--- src/shared/tmc_defines.svh ---
// Register offsets, field positions, codes and reset values of the timer
`ifndef TMC_DEFINES_SVH
`define TMC_DEFINES_SVH

// ----------------------------------------------------------------
// Register byte offsets
// ----------------------------------------------------------------
`define TMC_OFS_CTRL        12'h000
`define TMC_OFS_GATE        12'h004
`define TMC_OFS_COUNT       12'h008

// ----------------------------------------------------------------
// Control register fields
// ----------------------------------------------------------------
`define TMC_CTRL_SRC_HI     7
`define TMC_CTRL_SRC_LO     6
`define TMC_CTRL_PS_HI      5
`define TMC_CTRL_PS_LO      4
`define TMC_CTRL_OSC_EN     3
`define TMC_CTRL_SYNC_DIS   2
`define TMC_CTRL_UNUSED     1
`define TMC_CTRL_RUN        0
`define TMC_CTRL_WMASK      8'hFD
`define TMC_CTRL_RESET      8'h00

// ----------------------------------------------------------------
// Gate control register fields
// ----------------------------------------------------------------
`define TMC_GATE_EN         7
`define TMC_GATE_POL        6
`define TMC_GATE_TOGGLE     5
`define TMC_GATE_SPM        4
`define TMC_GATE_GO         3
`define TMC_GATE_VAL        2
`define TMC_GATE_RESET      8'h00

// ----------------------------------------------------------------
// Clock source and prescale codes
// ----------------------------------------------------------------
`define TMC_SRC_INSTR       2'h0
`define TMC_SRC_SYSTEM      2'h1
`define TMC_SRC_PIN         2'h2
`define TMC_SRC_CAPSENSE    2'h3
`define TMC_PS_DIV1         2'h0
`define TMC_PS_DIV2         2'h1
`define TMC_PS_DIV4         2'h2
`define TMC_PS_DIV8         2'h3

// ----------------------------------------------------------------
// Timing counts
// ----------------------------------------------------------------
`define TMC_INSTR_DIV_LAST  2'h3
`define TMC_COUNT_MAX       16'hFFFF
`define TMC_COUNT_RESET     16'h0000

`endif

--- src/shared/tmc_pkg.sv ---
// Types shared by the timer control block and its bench
package tmc_pkg;

	// ------------------------------------------------------------
	// Register layouts
	// ------------------------------------------------------------
	typedef struct packed {
		logic [1:0] clock_source_select;
		logic [1:0] prescale_select;
		logic       dedicated_osc_enable;
		logic       external_sync_disable;
		logic       unused;
		logic       timer_run_enable;
	} tmc_ctrl_t;

	typedef struct packed {
		logic       gate_enable;
		logic       gate_polarity;
		logic       gate_toggle_mode;
		logic       gate_single_pulse_mode;
		logic       single_pulse_go_done;
		logic       gate_current_level;
		logic [1:0] gate_source_select;
	} tmc_gate_t;

	// ------------------------------------------------------------
	// APB carriers
	// ------------------------------------------------------------
	typedef struct packed {
		logic        psel;
		logic        penable;
		logic        pwrite;
		logic [11:0] paddr;
		logic [31:0] pwdata;
	} tmc_apb_req_t;

	typedef struct packed {
		logic        pready;
		logic [31:0] prdata;
		logic        pslverr;
	} tmc_apb_rsp_t;

	// ------------------------------------------------------------
	// Whole state of the timer
	// ------------------------------------------------------------
	typedef struct packed {
		tmc_ctrl_t   ctrl;
		tmc_gate_t   gate;
		logic [15:0] count;
		logic [2:0]  presc;
		logic [1:0]  instr_div;
		logic        sync_a;
		logic        sync_b;
		logic        src_prev;
		logic        gate_prev;
		logic        toggle;
		logic        pulse_armed;
		logic        overflow;
		logic        xtal_out;
		logic [31:0] prdata;
	} tmc_state_t;

endpackage

--- src/core/tmc_timer.sv ---
// Sixteen-bit timer with clock source, prescale, sync and gate control
//
// Overview of operation
// - Source 00 instruction clock, 01 system clock
// - Source 10: pin edges, or crystal
// - Source 11: capacitive sensing oscillator
// - Prescale 1:1, 1:2, 1:4, 1:8
// - Oscillator enable bit drives crystal circuit
// - External source synchronised unless sync disabled
// - Sync bit ignored for internal sources
// - Run bit counts; clearing it clears toggle
// - Control bit 1 reads zero, ignores writes
// - Power-on reset clears all control bits
// - Go/done cleared on trailing gate pulse edge
// - Count rolls over from FFFF to 0000
// - Gate level readable even when gating off
`timescale 1ns/1ps
`include "tmc_defines.svh"

module tmc_timer
(
	input  wire logic                  core_clk,
	input  wire logic                  rst_b,
	input  wire tmc_pkg::tmc_apb_req_t apb_req,
	output      tmc_pkg::tmc_apb_rsp_t apb_rsp,
	input  wire logic                  external_clock_pin,
	input  wire logic                  crystal_in_pin,
	input  wire logic                  capacitive_sense_osc,
	input  wire logic [3:0]            gate_source_in,
	output      logic                  crystal_out_pin,
	output      logic                  crystal_out_oe,
	output      logic                  dedicated_osc_enable,
	output      logic [15:0]           timer_count,
	output      logic                  timer_overflow,
	output      logic                  gate_current_level
);

	// ------------------------------------------------------------
	// State
	// ------------------------------------------------------------
	tmc_pkg::tmc_state_t q;
	tmc_pkg::tmc_state_t d;

	// ------------------------------------------------------------
	// Bus decode
	// ------------------------------------------------------------
	logic        bus_setup;
	logic        bus_access;
	logic        hit_ctrl;
	logic        hit_gate;
	logic        hit_count;
	logic        hit_any;
	logic        wr_ctrl;
	logic        wr_gate;
	logic        wr_count;
	logic [31:0] rd_mux;
	logic        gate_value;

	assign bus_setup  = apb_req.psel & ~apb_req.penable;
	assign bus_access = apb_req.psel & apb_req.penable;
	assign hit_ctrl   = apb_req.paddr == `TMC_OFS_CTRL;
	assign hit_gate   = apb_req.paddr == `TMC_OFS_GATE;
	assign hit_count  = apb_req.paddr == `TMC_OFS_COUNT;
	assign hit_any    = hit_ctrl | hit_gate | hit_count;
	assign wr_ctrl    = bus_access & apb_req.pwrite & hit_ctrl;
	assign wr_gate    = bus_access & apb_req.pwrite & hit_gate;
	assign wr_count   = bus_access & apb_req.pwrite & hit_count;

	always_comb
	begin
		rd_mux = 32'h0000_0000;
		if (hit_ctrl)
		begin
			rd_mux[7:0] = q.ctrl;
			rd_mux[`TMC_CTRL_UNUSED] = 1'b0;
		end
		else if (hit_gate)
		begin
			rd_mux[7:0] = q.gate;
			rd_mux[`TMC_GATE_VAL] = gate_value;
		end
		else if (hit_count)
		begin
			rd_mux[15:0] = q.count;
		end
	end

	// ------------------------------------------------------------
	// Clock source selection
	// ------------------------------------------------------------
	logic src_external;
	logic ext_level;
	logic ext_sampled;
	logic ext_edge;
	logic instr_tick;
	logic src_tick;

	assign src_external = q.ctrl.clock_source_select[1];
	assign instr_tick   = q.instr_div == `TMC_INSTR_DIV_LAST;

	always_comb
	begin
		if (q.ctrl.clock_source_select == `TMC_SRC_CAPSENSE)
		begin
			ext_level = capacitive_sense_osc;
		end
		else if (q.ctrl.dedicated_osc_enable)
		begin
			ext_level = crystal_in_pin;
		end
		else
		begin
			ext_level = external_clock_pin;
		end
	end

	// Sync path adds two flops of latency; bypass takes the level directly
	assign ext_sampled = q.ctrl.external_sync_disable ? ext_level
		: q.sync_b;
	assign ext_edge    = ext_sampled & ~q.src_prev;

	always_comb
	begin
		unique case (q.ctrl.clock_source_select)
			`TMC_SRC_INSTR:
			begin
				src_tick = instr_tick;
			end
			`TMC_SRC_SYSTEM:
			begin
				src_tick = 1'b1;
			end
			default:
			begin
				src_tick = ext_edge;
			end
		endcase
	end

	// ------------------------------------------------------------
	// Prescaler
	// ------------------------------------------------------------
	logic [2:0] presc_last;
	logic       presc_tick;

	always_comb
	begin
		unique case (q.ctrl.prescale_select)
			`TMC_PS_DIV1: presc_last = 3'h0;
			`TMC_PS_DIV2: presc_last = 3'h1;
			`TMC_PS_DIV4: presc_last = 3'h3;
			`TMC_PS_DIV8: presc_last = 3'h7;
		endcase
	end

	assign presc_tick = src_tick & (q.presc >= presc_last);

	// ------------------------------------------------------------
	// Gate path
	// ------------------------------------------------------------
	logic gate_raw;
	logic gate_polar;
	logic gate_rise;
	logic gate_fall;
	logic gate_open;
	logic count_tick;

	assign gate_raw   = gate_source_in[q.gate.gate_source_select];
	assign gate_polar = q.gate.gate_polarity ? gate_raw : ~gate_raw;
	assign gate_rise  = gate_polar & ~q.gate_prev;
	assign gate_value = q.gate.gate_toggle_mode ? q.toggle : gate_polar;
	assign gate_fall  = ~gate_value & q.gate.gate_current_level;

	// Single-pulse mode passes only the armed pulse
	assign gate_open = q.gate.gate_single_pulse_mode
		? (gate_value & q.pulse_armed) : gate_value;

	assign count_tick = presc_tick & q.ctrl.timer_run_enable
		& (~q.gate.gate_enable | gate_open);

	// ------------------------------------------------------------
	// Next state
	// ------------------------------------------------------------
	always_comb
	begin
		d = q;
		d.overflow = 1'b0;

		// Bus read data captured in the setup phase
		if (bus_setup)
		begin
			d.prdata = rd_mux;
		end

		// Instruction clock divider runs free
		d.instr_div = q.instr_div + 2'h1;

		// External clock synchroniser and edge detector
		d.sync_a   = ext_level;
		d.sync_b   = q.sync_a;
		d.src_prev = src_external ? ext_sampled : 1'b0;

		// Prescaler counts selected source edges
		if (src_tick)
		begin
			d.presc = presc_tick ? 3'h0 : q.presc + 3'h1;
		end

		// Crystal driver inverts the input while enabled
		d.xtal_out = q.ctrl.dedicated_osc_enable
			& ~crystal_in_pin;

		// Gate toggle flip-flop
		d.gate_prev = gate_polar;
		if (!q.gate.gate_toggle_mode || !q.ctrl.timer_run_enable)
		begin
			d.toggle = 1'b0;
		end
		else if (gate_rise)
		begin
			d.toggle = ~q.toggle;
		end

		// Gate level kept current whether or not gating is on
		d.gate.gate_current_level = gate_value;

		// Single-pulse capture
		if (q.gate.single_pulse_go_done && gate_value
			&& !q.gate.gate_current_level)
		begin
			d.pulse_armed = 1'b1;
		end
		if (q.pulse_armed && gate_fall)
		begin
			d.pulse_armed = 1'b0;
			d.gate.single_pulse_go_done = 1'b0;
		end
		if (!q.gate.gate_single_pulse_mode)
		begin
			d.pulse_armed = 1'b0;
		end

		// Counter with rollover
		if (count_tick)
		begin
			d.count = q.count + 16'h0001;
			d.overflow = q.count == `TMC_COUNT_MAX;
		end

		// Register writes; a write to the count wins over a tick
		if (wr_ctrl)
		begin
			d.ctrl = apb_req.pwdata[7:0] & `TMC_CTRL_WMASK;
			if (!apb_req.pwdata[`TMC_CTRL_RUN])
			begin
				d.toggle = 1'b0;
			end
		end
		if (wr_gate)
		begin
			d.gate.gate_enable = apb_req.pwdata[`TMC_GATE_EN];
			d.gate.gate_polarity = apb_req.pwdata[`TMC_GATE_POL];
			d.gate.gate_toggle_mode = apb_req.pwdata[`TMC_GATE_TOGGLE];
			d.gate.gate_single_pulse_mode = apb_req.pwdata[`TMC_GATE_SPM];
			d.gate.gate_source_select = apb_req.pwdata[1:0];
			// Software set beats a same-cycle hardware clear
			if (apb_req.pwdata[`TMC_GATE_GO])
			begin
				d.gate.single_pulse_go_done = 1'b1;
			end
			else
			begin
				d.gate.single_pulse_go_done = 1'b0;
			end
		end
		if (wr_count)
		begin
			d.count = apb_req.pwdata[15:0];
		end
	end

	// ------------------------------------------------------------
	// State register
	// ------------------------------------------------------------
	always_ff @(posedge core_clk)
	begin
		if (!rst_b)
		begin
			q <= '0;
			q.ctrl <= `TMC_CTRL_RESET;
			q.gate <= `TMC_GATE_RESET;
			q.count <= `TMC_COUNT_RESET;
		end
		else
		begin
			q <= d;
		end
	end

	// ------------------------------------------------------------
	// Outputs
	// ------------------------------------------------------------
	assign apb_rsp.pready  = 1'b1;
	assign apb_rsp.prdata  = q.prdata;
	assign apb_rsp.pslverr = bus_access & ~hit_any;

	assign crystal_out_pin      = q.xtal_out;
	assign crystal_out_oe       = q.ctrl.dedicated_osc_enable;
	assign dedicated_osc_enable = q.ctrl.dedicated_osc_enable;
	assign timer_count          = q.count;
	assign timer_overflow       = q.overflow;
	assign gate_current_level   = q.gate.gate_current_level;

endmodule

--- config.mk ---
export PLATFORM = sky130hd
export DESIGN_NAME = tmc_timer
export DESIGN_NICKNAME = d
export VERILOG_FILES = /design/src/shared/tmc_pkg.sv /design/src/core/tmc_timer.sv
export VERILOG_INCLUDE_DIRS = /design/src /design/src/shared
export SDC_FILE = /design/constraint.sdc
export NUM_CORES = 1
export LEC_CHECK = 0
export ABC_CLOCK_PERIOD_IN_PS = 7000
export BUFFER_PORTS_ARGS = -buffer_cell sky130_fd_sc_hd__buf_2
export CAP_MARGIN = 5
export CELL_PAD_IN_SITES_DETAIL_PLACEMENT = 0
export CELL_PAD_IN_SITES_GLOBAL_PLACEMENT = 1
export CORE_MARGIN = 2
export CORE_UTILIZATION = 39
export CTS_CLUSTER_DIAMETER = 120
export DETAILED_ROUTE_END_ITERATION = 8
export HOLD_SLACK_MARGIN = 0.12
export PLACE_DENSITY = 0.95
export SLEW_MARGIN = 20
export SYNTH_ARGS = -nofsm -noshare
export SYNTH_HDL_FRONTEND = slang
export SYNTH_SLANG_ARGS = --single-unit
--- constraint.sdc ---
create_clock -name core_clk -period 7 [get_ports core_clk]
set_input_delay 0.35 -clock core_clk [delete_from_list [all_inputs] [get_ports core_clk]]
set_output_delay 0.35 -clock core_clk [all_outputs]
set_load 0.005 [all_outputs]
Yosys cells after proc, flatten, opt, wreduce, memory -nomap -nowiden
Cells that the tools add are included.
- $add $sub $neg: 3
- order comparisons: 2
- eq/ne operators: 9
- multiplexer cells: 25
- bitwise logic cells: 29
- reduce and logical (&&, ||, !) cells: 15
- operator list (operator ; number):
    16-bit two-way mux ; 3
    8-bit two-way mux ; 4
    16-bit by 1-bit adder with 16-bit output, second input constant ; 1
    16-bit == test, second input constant ; 1
    1-bit AND ; 15
    1-bit two-way mux ; 14
    12-bit by 3-bit == test with 1-bit output, second input constant ; 1
    12-bit by 4-bit == test with 1-bit output, second input constant ; 1
    12-bit logical NOT ; 1
    3-bit one-hot mux with 4 select lines ; 1
    1-bit inverter ; 11
    2-bit == test, second input constant ; 4
    2-bit by 1-bit == test with 1-bit output, second input constant ; 2
    2-bit logical NOT ; 2
    2-bit AND reduction ; 2
    2-bit nonzero test ; 2
    3-bit by 1-bit adder with 3-bit output, second input constant ; 1
    3-bit greater-or-equal comparator ; 1
    1-bit logical AND ; 3
    1-bit logical NOT ; 3
    2-bit by 3-bit less-than comparator with 1-bit output, second input constant ; 1
    3-bit two-way mux ; 1
    1-bit bitwise OR ; 3
    3-bit OR reduction ; 1
    4 further kinds ; 4
- bits in registers: 60
- input port bits: 56
- output and inout bits: 55
- logic and storage cells: 107

Depth between registers and ports, before layout
Gate-level depths: netlist of the first run.
- depth after elaboration: 11
- gate-level depth with buffers: 8
- depth with buffers taken out: 8

Least setup slack after synthesis of the first run
Ideal clock, no wire load.
- path kind: register to register
- from: register q[73] (netlist bit)
- to: register q, in the netlist timer_count[13]
- library setup time: 74 ps
- arrival: 2355 ps
- data required time: 6926 ps
- path slack: 4570 ps
- stages on the path, launching flop included: 9
- buffers on the path: 0
- clock period less this slack: 2430 ps
- cell sequence: dfxtp_1 or2_2 ha_1 nand2b_1 a31oi_1 nor2_1 nand4_2 or4_1 a31oi_1
- word-level cells in the longest chain between the ends: 7
- elaborated cells between the ends (all ways): 10
- those cells by class: 1 x order compare; 3 x eq/ne; 1 x mux; 3 x bitwise; 2 x reduce/logical
- RTL lines (what ; line ; RTL):
    start, declared ; tmc_timer.sv:41 ; tmc_pkg::tmc_state_t q;
    2-bit == test (tied with other cells) ; tmc_timer.sv:148 ; unique case (q.ctrl.prescale_select)
    3-bit one-hot mux with 4 select lines (*) ; tmc_timer.sv:148 ;
    3-bit greater-or-equal comparator (*) ; tmc_timer.sv:156 ; assign presc_tick = src_tick & (q.presc >= presc_last);
    1-bit AND (*) ; tmc_timer.sv:156 ;
    1-bit AND (*) ; tmc_timer.sv:178 ; assign count_tick = presc_tick & q.ctrl.timer_run_enable
    1-bit AND (*) ; tmc_timer.sv:179 ; & (~q.gate.gate_enable | gate_open);
    2-bit nonzero test (no source line) (*) ; - ;
Mark *: on every way between the ends. The rest lies on a longest branch, timed or not.
A chain may end at the register's enable or synchronous reset.

Final worst setup path of the first run
- from: register q[74] (netlist bit)
- to: register q, in the netlist timer_count[13]
Same word-level chain as after synthesis.

==> results of run 1 <==
==> path summary, 6_finish.rpt <==
| path | startpoint | endpoint | slack (ns) | depth (start not counted) |
|---|---|---|---|---|
| worst max-delay path | q[74]$_SDFFE_PN0N_ | timer_count[13]$_SDFFE_PN0P_ | 4.24 | 8 |
| worst min-delay path | crystal_in_pin | crystal_out_pin$_SDFF_PN0_ | 0.18 | 2 |
| worst max register to register | q[74]$_SDFFE_PN0N_ | timer_count[13]$_SDFFE_PN0P_ | 4.24 | 8 |
| worst min register to register | q[40]$_SDFF_PN0_ | q[40]$_SDFF_PN0_ | 0.42 | 1 |
==> sequential cells by signal, indices dropped and copies added, names as in the netlist <==
register,cells
crystal_out_pin,1
q,23
d,1
timer_overflow,1
gate_current_level,1
timer_count,16
apb_rsp,16
crystal_out_oe,1
==> cells in the final DEF (no fill, tap or decap), types with 3 or more instances in the layout <==
master,instances
and2_1,4
dfxtp_1,60
nor3b_1,3
a222oi_1,6
xor2_1,9
a21oi_1,34
clkbuf_1,3
conb_1,17
o21ai_1,15
nand4_1,6
inv_1,7
clkbuf_8,12
buf_2,77
a31oi_1,7
nand2_1,28
and3_1,10
o21ai_0,16
or3_1,7
nand2b_1,4
nor2_1,24
nand3_1,18
mux2i_1,13
ha_1,6
nand3b_1,3
==> metrics by stage <==
step	hold slack [ns]	instance area, sq um
after floorplan	0.3992	3271
after global placement	0.4066	3352
after detailed placement	0.4109	3352
after CTS	0.1750	3533
after global routing	0.1944	3536
final	0.1818	3536
==> cells by family (layout without fill, tap and decap cells) <==
kind of cell / Yosys count / count (layout) / share of synthesized area, %
flip-flops: 60 / 60 / 37.37
AO/OA/AOI/OAI: 88 / 88 / 16.00
other: 2 / 17 / 0.2336
buffers and inverters: 73 / 101 / 14.60
XOR/XNOR: 10 / 10 / 2.725
adder cells (fa/ha/maj): 6 / 6 / 2.335
multiplexers: 15 / 15 / 5.099
AND/OR/NAND/NOR: 125 / 125 / 21.64
==> per-layer routing <==
| layer | vias to the layer above | global-route usage, % | wire, um |
|---|---|---|---|
| li1 | 1362 | - | - |
| met1 | 1286 | 20.47 | 3294 |
| met2 | 90 | 31.26 | 3794 |
| met3 | 12 | 5.746 | 562 |
| met4 | 0 | 6.522 | 119 |
| met5 | - | 0 | 0 |
==> cell usage after synthesis (3+ instances only) <==
| cell | number |
|---|---|
| nand2b_1 | 5 |
| dfxtp_1 | 60 |
| a31oi_1 | 7 |
| a21oi_1 | 34 |
| nand2_1 | 28 |
| clkbuf_1 | 10 |
| ha_1 | 6 |
| mux2i_1 | 13 |
| o21ai_1 | 15 |
| buf_4 | 51 |
| nand3b_1 | 3 |
| nor3b_1 | 3 |
| nand4_1 | 6 |
| or3_1 | 7 |
| o21ai_0 | 16 |
| nor2_1 | 24 |
| and2_1 | 4 |
| a222oi_1 | 6 |
| and3_1 | 10 |
| inv_1 | 7 |
| xor2_1 | 9 |
| nand3_1 | 18 |
==> report_power, final <==
| group | switching, mW | internal [mW] |
|---|---|---|
| logic | 0.0252 | 0.0166 |
| registers | 0.00193 | 0.346 |
| clock network | 0.128 | 0.157 |
| total | 0.155 | 0.520 |
==> layout make-up <==
class / instances / share of cell area [%]
Tap cell: 105 / 3.716
Inverter: 7 / 0.7431
Sequential cell: 60 / 33.97
Clock inverter: 1 / 0.1415
Multi-Input combinational cell: 261 / 45.33
Clock buffer: 15 / 4.989
Timing Repair Buffer: 78 / 11.11
==> worst max-delay path: stages, from the launching register on <==
cell and delay [ns]:
dfxtp_1 0.35, or2_2 0.29, ha_1 0.27, nand2b_1 0.09, a31oi_1 0.17, nor2_1 0.55
nand4_2 0.26, or4_1 0.55, a31oi_1 0.16
==> metrics, run 1 <==
fin crit period 2.757 ns; Antenna Violating Nets Remaining 0; sequential fraction of the synthesis area 37.37%; Detailed Place HPWL 5.589 mm; Area Growth Syn to Fin 10.00%; worst-path maximum fanout 8; VDD IR max 0.07018 mV; endpoints failing setup 0; DRT iter0 DRCs 166; ANT cells 0; die width 94.79 um; Root Driver clkbuf_8; CTS resizes 0; initial antenna violation count 0; H-tree levels 3; Post-layout nets 479; flops & latches, synth 60; Final period util 39.39%; Leak Pwr 1.500 nW; Reg area 0.001201 sq mm; setup ws final 4.243 ns; synthesized area 0.003214 sq mm; DRC 0; main area contributors after synthesis dfxtp_1 37%, buf_4 12%, a21oi_1 5.3%; Initial Util 39.72%; pin count of the biggest net entering global routing 33; post-CTS setup buffers 0; vias in the first global route 2591; Pwr Total 675.2 uW; layout cells sized above 1 23.93%; Worst EP required 7.27 ns; DIE HEIGHT 94.79 um; Worst-path clk slew 0.07 ns; grt ovf 0; RSZ-0062 raised after global routing no; Core ar. 0.008093 sq mm; area leader, netlist dfxtp_1; Die ar. 0.008984 sq mm; Finished Layout Cells 527; Placed Cells 511; Placer Congestion 0.8932; Syn Area/Cell 8.481 sq um; total track usage 17.93%; final wirelength 7.769 mm; Post-synth EDFFs 0; Fin. Hold Viols 0; outcome finished clean; Critical Path Source Type flip-flop; WL/cell 14.74 um; crit end category flip-flop; CTS Buffer Depth 2; I/O Pins 111; clk sinks 60; Setup TNS 0 ns; Post-Synthesis Cells 379; slew at the pin closest to its max-slew limit 1.006 ns; share of the synthesized area in the top cell type 37.37%; clk_lat worst skew 0.34 ns; final core utilization 43.69%; yosys warns 0; CTS tree built; Unique masters post-synth 51; routed vias/inst 5.218; Pins Over Slew Limit 0; # rows 33; fraction of registers with async set/reset 0%; global-route wire length before repair 12.52 mm; Max Clk Rate 0.3627 GHz; fill count 834; First-pass DRT Iterations 4; Clock Skew 0.006519 ns; vias after detailed routing 2750; hold_buf cts 0; Hold Crit Class in2reg; multi-input logic area 0.001603 sq mm; CTS Buf Count 9; Max Cap Viol 0; # port buffers 77; P per Cell Area 191.0 mW/mm^2; CP Class reg2reg; relative slew slack 32.88%; critical path arrival 3.02 ns; Post-Place Worst Slack 3.694 ns; Top FF cell, synth dfxtp_1
(Power assumes the default switching activity.)
==> run 2, diff against run 1 <==
--- a/config.mk
+++ b/config.mk
@@ -6,17 +6,18 @@
 export SDC_FILE = /design/constraint.sdc
 export NUM_CORES = 1
 export LEC_CHECK = 0
-export ABC_CLOCK_PERIOD_IN_PS = 7000
+export ABC_AREA = 1
+export ABC_CLOCK_PERIOD_IN_PS = 2450
 export BUFFER_PORTS_ARGS = -buffer_cell sky130_fd_sc_hd__buf_2
 export CAP_MARGIN = 5
 export CELL_PAD_IN_SITES_DETAIL_PLACEMENT = 0
 export CELL_PAD_IN_SITES_GLOBAL_PLACEMENT = 1
 export CORE_MARGIN = 2
-export CORE_UTILIZATION = 39
+export CORE_UTILIZATION = 33
 export CTS_CLUSTER_DIAMETER = 120
 export DETAILED_ROUTE_END_ITERATION = 8
 export HOLD_SLACK_MARGIN = 0.12
-export PLACE_DENSITY = 0.95
+export PLACE_DENSITY = 0.87
 export SLEW_MARGIN = 20
 export SYNTH_ARGS = -nofsm -noshare
 export SYNTH_HDL_FRONTEND = slang
==> constraint.sdc (replaced) <==
create_clock -name core_clk -period 2.45 [get_ports core_clk]
set_input_delay 0.1225 -clock core_clk [delete_from_list [all_inputs] [get_ports core_clk]]
set_output_delay 0.1225 -clock core_clk [all_outputs]
set_load 0.005 [all_outputs]
==> run 2 against run 1 <==
Effect of this change: combinational power grew to 3.7 times the previous value; sequential power grew to 2.9 times the previous value; routed wire length grew 18%.
==> metrics, run 2 <==
outcome finished clean; Post-layout nets 602; Leak Pwr 1.724 nW; Unique masters post-synth 42; Max Clk Rate 0.5409 GHz; main area contributors after synthesis dfxtp_1 33%, buf_4 11%, nand2_1 8.3%; layout cells sized above 1 26.61%; Hold Crit Class in2reg; total track usage 15.59%; ANT cells 0; P per Cell Area 498.4 mW/mm^2; fraction of registers with async set/reset 0%; Syn Area/Cell 7.398 sq um; DRC 0; top cells by count, synth 81 x nand2_1, 60 x dfxtp_1, 59 x nand3_1; crit end category flip-flop; CTS Buf Count 9; final wirelength 9.196 mm; Post-Place Worst Slack 0.6041 ns; setup ws final 0.6011 ns; Detailed Place HPWL 7.051 mm; slew at the pin closest to its max-slew limit 0.7458 ns; Pins Over Slew Limit 0; Area Growth Syn to Fin 11.33%; synthesized area 0.003655 sq mm; Reg area 0.001201 sq mm; placed cell area 0.003826 sq mm; relative slew slack 50.22%; Fin. Hold Viols 0; Pwr Total 2.028 mW; Worst-path clk slew 0.07 ns; flops & latches, synth 60; CTS Buffer Depth 2; CTS tree built; Largest Register q; vias in the first global route 2854; Core ar. 0.01084 sq mm; area leader, netlist dfxtp_1; Post-synth EDFFs 0; Post-Synthesis Cells 494; commonest cells after routing, fill and taps aside 81 x nand2_1, 77 x buf_2, 60 x dfxtp_1; Setup TNS 0 ns; DRT iter0 DRCs 260; count leader, synth nand2_1; design area 0.004069 sq mm; worst-path maximum fanout 18; First-pass DRT Iterations 4; initial antenna violation count 0; CP Class reg2reg; Critical Path Source Type flip-flop; endpoints failing setup 0; clk_lat worst skew 0.34 ns; share of the synthesized area in the top cell type 32.87%; Clock Skew 0.007538 ns; Final period util 75.47%; vias after detailed routing 3238; multi-input logic area 0.001843 sq mm; Worst EP required 2.71 ns; Initial Util 33.71%; DIE HEIGHT 109.2 um; global-route wire length before repair 14.09 mm; VDD IR max 0.1863 mV; critical path arrival 2.11 ns; Top FF cell, synth dfxtp_1; RSZ-0062 raised after global routing no; # rows 38; # port buffers 77; H-tree levels 3; Placer Congestion 0.8673; CTS resizes 0; clk sinks 60; WL/cell 13.42 um; most common cell after layout, fill and taps aside nand2_1; pin count of the biggest net entering global routing 25; fin crit period 1.849 ns; yosys warns 0; sequential fraction of the synthesis area 32.87%; fill count 1161; Die ar. 0.01193 sq mm; max reg flops 23; I/O Pins 111; routed vias/inst 4.727; grt ovf 0; Antenna Violating Nets Remaining 0; Max Cap Viol 0; Root Driver clkbuf_8; die width 109.2 um
## run 2: critical path: stages (launching register included)
cell and delay [ns]:
dfxtp_1 0.33, inv_1 0.08, ha_1 0.30, nand2_1 0.05
o211ai_1 0.24, nand2_4 0.10, nor2_4 0.11, nand2_4 0.17
nand2_8 0.19, nand2_1 0.07, a21oi_1 0.12
## run 2: area by class of cell
| class | instances | share of cell area [%] |
|---|---|---|
| tap | 140 | 4.305 |
| clock inverter | 6 | 1.599 |
| sequential | 60 | 29.52 |
| multi-input combinational | 333 | 45.30 |
| timing repair buffer | 87 | 11.62 |
| inverter | 49 | 4.520 |
| clock buffer | 10 | 3.137 |
## run 2: per-stage QoR
| step | hold WS, ns | utilization [%] | std cells |
|---|---|---|---|
| final | 0.1297 | 37.53 | 685 |
| after global routing | 0.1298 | 37.53 | 685 |
| after CTS | 0.1262 | 37.53 | 685 |
| after detailed placement | 0.4042 | 35.30 | 664 |
| after global placement | 0.3987 | 35.30 | 664 |
| after floorplan | 0.2574 | - | 509 |
## run 2: power by group
group          leakage, nW  internal, mW  switching (mW)
sequential           0.486         0.989         0.00784
combinational         1.14        0.0596          0.0948
clock               0.0962         0.469           0.407
total                 1.72          1.52           0.510
## run 2: routing by layer
layer  track usage, %  part of all wire [%]  up-vias
li1                 -                     -     1650
met1            21.66                    47     1464
met2            23.60                    45      119
met3            4.005                   7.7        5
met4            4.882                  0.65        0
met5                0                     0        -
## run 2: logic make-up after synthesis
group / count (synthesis) / share of synthesized area (%)
compound gates: 84 / 13.69
xor+xnor: 13 / 3.115
fa+ha+maj: 6 / 2.054
buf+inv: 116 / 18.25
flops: 60 / 32.87
other cells: 2 / 0.2055
simple gates: 213 / 29.82
## run 2: path summary, 6_finish.rpt
check                                   startpoint                           end  slack (ns)  cells past startpoint
worst max-delay path            q[74]$_SDFFE_PN0N_  timer_count[12]$_SDFFE_PN0P_        0.60                     10
worst max register to register  q[74]$_SDFFE_PN0N_  timer_count[12]$_SDFFE_PN0P_        0.60                     10
worst min-delay path                    apb_req[7]            q[68]$_SDFFE_PN0P_        0.13                      3
worst min register to register    q[40]$_SDFF_PN0_              q[40]$_SDFF_PN0_        0.42                      1
## run 2: what timing repair did
| item | 4_1_cts | 5_1_grt |
|---|---|---|
| hold buffers | 5 | 0 |
| setup buffers | 0 | 0 |
| hold endpoints to repair | 5 | 0 |
==> run 3, diff against run 2 <==
--- a/config.mk
+++ b/config.mk
@@ -7,17 +7,17 @@
 export NUM_CORES = 1
 export LEC_CHECK = 0
 export ABC_AREA = 1
-export ABC_CLOCK_PERIOD_IN_PS = 2450
+export ABC_CLOCK_PERIOD_IN_PS = 1910
 export BUFFER_PORTS_ARGS = -buffer_cell sky130_fd_sc_hd__buf_2
 export CAP_MARGIN = 5
 export CELL_PAD_IN_SITES_DETAIL_PLACEMENT = 0
 export CELL_PAD_IN_SITES_GLOBAL_PLACEMENT = 1
 export CORE_MARGIN = 2
-export CORE_UTILIZATION = 33
+export CORE_UTILIZATION = 37
 export CTS_CLUSTER_DIAMETER = 120
 export DETAILED_ROUTE_END_ITERATION = 8
 export HOLD_SLACK_MARGIN = 0.12
-export PLACE_DENSITY = 0.87
+export PLACE_DENSITY = 0.92
 export SLEW_MARGIN = 20
 export SYNTH_ARGS = -nofsm -noshare
 export SYNTH_HDL_FRONTEND = slang
==> constraint.sdc (replaced) <==
create_clock -name core_clk -period 1.91 [get_ports core_clk]
set_input_delay 0.0955 -clock core_clk [delete_from_list [all_inputs] [get_ports core_clk]]
set_output_delay 0.0955 -clock core_clk [all_outputs]
set_load 0.005 [all_outputs]
==> run 3 against run 2 <==
Effect of this change: clock skew rose by 0.0037 ns; final area rose by 4.0%; core utilization rose by 6.2 points; largest cell class unchanged.
==> metrics, run 3 (synthesis results as in run 2) <==
WL/cell 13.55 um; design area 0.004233 sq mm; critical path arrival 2.02 ns; Critical Path Source Type flip-flop; fin crit period 1.790 ns; Post-layout nets 617; CP Class reg2reg; worst-path maximum fanout 9; sequential cell fraction of total power 48.3%; Worst R2R Path Depth 10; r2r setup slk 0.12 ns; Placed Cells 658; vias in the first global route 3000; Worst EP required 2.14 ns; Detailed Place HPWL 7.024 mm; Hold Crit Class in2reg; global-route wire length before repair 14.37 mm; Leak Pwr 1.794 nW; Area Growth Syn to Fin 15.82%; Placer Congestion 0.8530; Initial Util 37.74%; relative slew slack 55.96%; Fin Hold WS 0.1169 ns; crit end category flip-flop; DRT iter0 DRCs 211; CTS Buf Count 9; CTS Buffer Depth 2; P per Cell Area 625.2 mW/mm^2; routed vias/inst 4.879; # port buffers 77; DRC 0; share of power burned in the clock network 43.6%; Pwr Total 2.647 mW; most common cell after layout, fill and taps aside nand2_1; layout cells sized above 1 26.96%; First-pass DRT Iterations 5; pin count of the biggest net entering global routing 22; clk_lat worst skew 0.34 ns; placed cell area 0.003825 sq mm; I/O Pins 111; Sw Pwr 678.4 uW; min-delay src apb_req[15]; initial antenna violation count 0; Hold EP timer_count[15]$_SDFFE_PN0P_; CTS tree built; ANT cells 0; Core ar. 0.009684 sq mm; Comb pwr share 8.1%; grt ovf 0; Internal 1.968 mW; endpoints failing setup 0; H-tree levels 3; VDD IR max 0.2473 mV; clk sinks 60; Root Driver clkbuf_8; total track usage 17.45%; Setup TNS 0 ns; Clock Skew 0.01125 ns; slew at the pin closest to its max-slew limit 0.6524 ns; max reg flops 23; Worst-path clk slew 0.08 ns; Pins Over Slew Limit 0; # rows 36; die width 103.4 um; RSZ-0062 raised after global routing no; Max Cap Viol 0; Finished Layout Cells 693; Largest Register q; Final period util 93.70%; commonest cells after routing, fill and taps aside 81 x nand2_1, 77 x buf_2, 60 x dfxtp_1; final wirelength 9.391 mm; outcome finished clean; worst r2r dst timer_count[10]$_SDFFE_PN0P_; DIE HEIGHT 103.4 um; Max Clk Rate 0.5588 GHz; hold path depth 5; vias after detailed routing 3381; Antenna Violating Nets Remaining 0; Sw Ratio 25.63%; FF-to-FF Start q[74]$_SDFFE_PN0N_; Fin. Hold Viols 0; Die ar. 0.01069 sq mm
-- run 3: cell count changes in the layout (fill, tap and decap cells not counted), sizes merged --
cell	previous run	this run
inv	48	49
buf	82	84
clkinvlp	1	2
clkbuf	10	9
nand2	100	102
clkinv	5	4
dlygate4sd3	5	16
-- run 3: layout make-up --
| type | instances | area [sq um] |
|---|---|---|
| Fill cell | 989 | 5451 |
| Multi-Input combinational cell | 335 | 1883 |
| Sequential cell | 60 | 1201 |
| Timing Repair Buffer | 100 | 598.1 |
| Inverter | 49 | 183.9 |
| Tap cell | 133 | 166.4 |
| Clock buffer | 9 | 123.9 |
| Clock inverter | 7 | 76.32 |
-- run 3: power groups by stage --
stage               clock, mW  sequential, mW  combinational, mW
finish                   1.16            1.28              0.214
global placement            0            1.31              0.182
global route             1.23            1.28              0.241
CTS                      1.17            1.28              0.213
detailed placement          0            1.31              0.187
floorplan                   0            1.30              0.135
-- run 3: worst max path at each step --
stage,from,endpoint,slack (ns)
floorplan,q[74]$_SDFFE_PN0N_,timer_count[6]$_SDFFE_PN0P_,0.27
global placement,q[74]$_SDFFE_PN0N_,timer_count[13]$_SDFFE_PN0P_,0.12
detailed placement,q[74]$_SDFFE_PN0N_,timer_count[3]$_SDFFE_PN0P_,0.08
CTS,q[74]$_SDFFE_PN0N_,timer_count[3]$_SDFFE_PN0P_,0.05
global route,timer_count[0]$_SDFFE_PN0P_,timer_count[12]$_SDFFE_PN0P_,0.0005
finish,q[74]$_SDFFE_PN0N_,timer_count[10]$_SDFFE_PN0P_,0.12
-- run 3: per-stage QoR --
step,utilization (%),setup WS [ns]
6_report,43.71,0.1203
5_1_grt,43.71,0.0005189
4_1_cts,43.22,0.04945
3_5_place_dp,39.50,0.07961
3_3_place_gp,39.50,0.1241
2_1_floorplan,-,0.2739
-- run 3: timing repair --
action | in CTS | in global routing
resized for setup | 0 | 3
buffers inserted | 0 | 1
setup endpoints to repair | 0 | 17
endpoints found under the hold margin | 19 | 0
hold buffers | 16 | 0
-- run 3: routing by layer --
metal	up-vias	wire length, um	track usage [%]
met5	-	0	0
met4	0	177	8.097
met3	16	707	4.099
met2	130	4346	27.15
met1	1544	4159	22.88
li1	1691	-	-
-- run 3: worst max-delay path: stages, from the launching register on --
cell	delay [ns]
dfxtp_1	0.33
inv_1	0.08
ha_1	0.30
nand2_1	0.05
o211ai_1	0.25
nand2_4	0.09
nor2_4	0.15
buf_4	0.15
nand2_4	0.09
nand3_1	0.11
a21oi_2	0.07
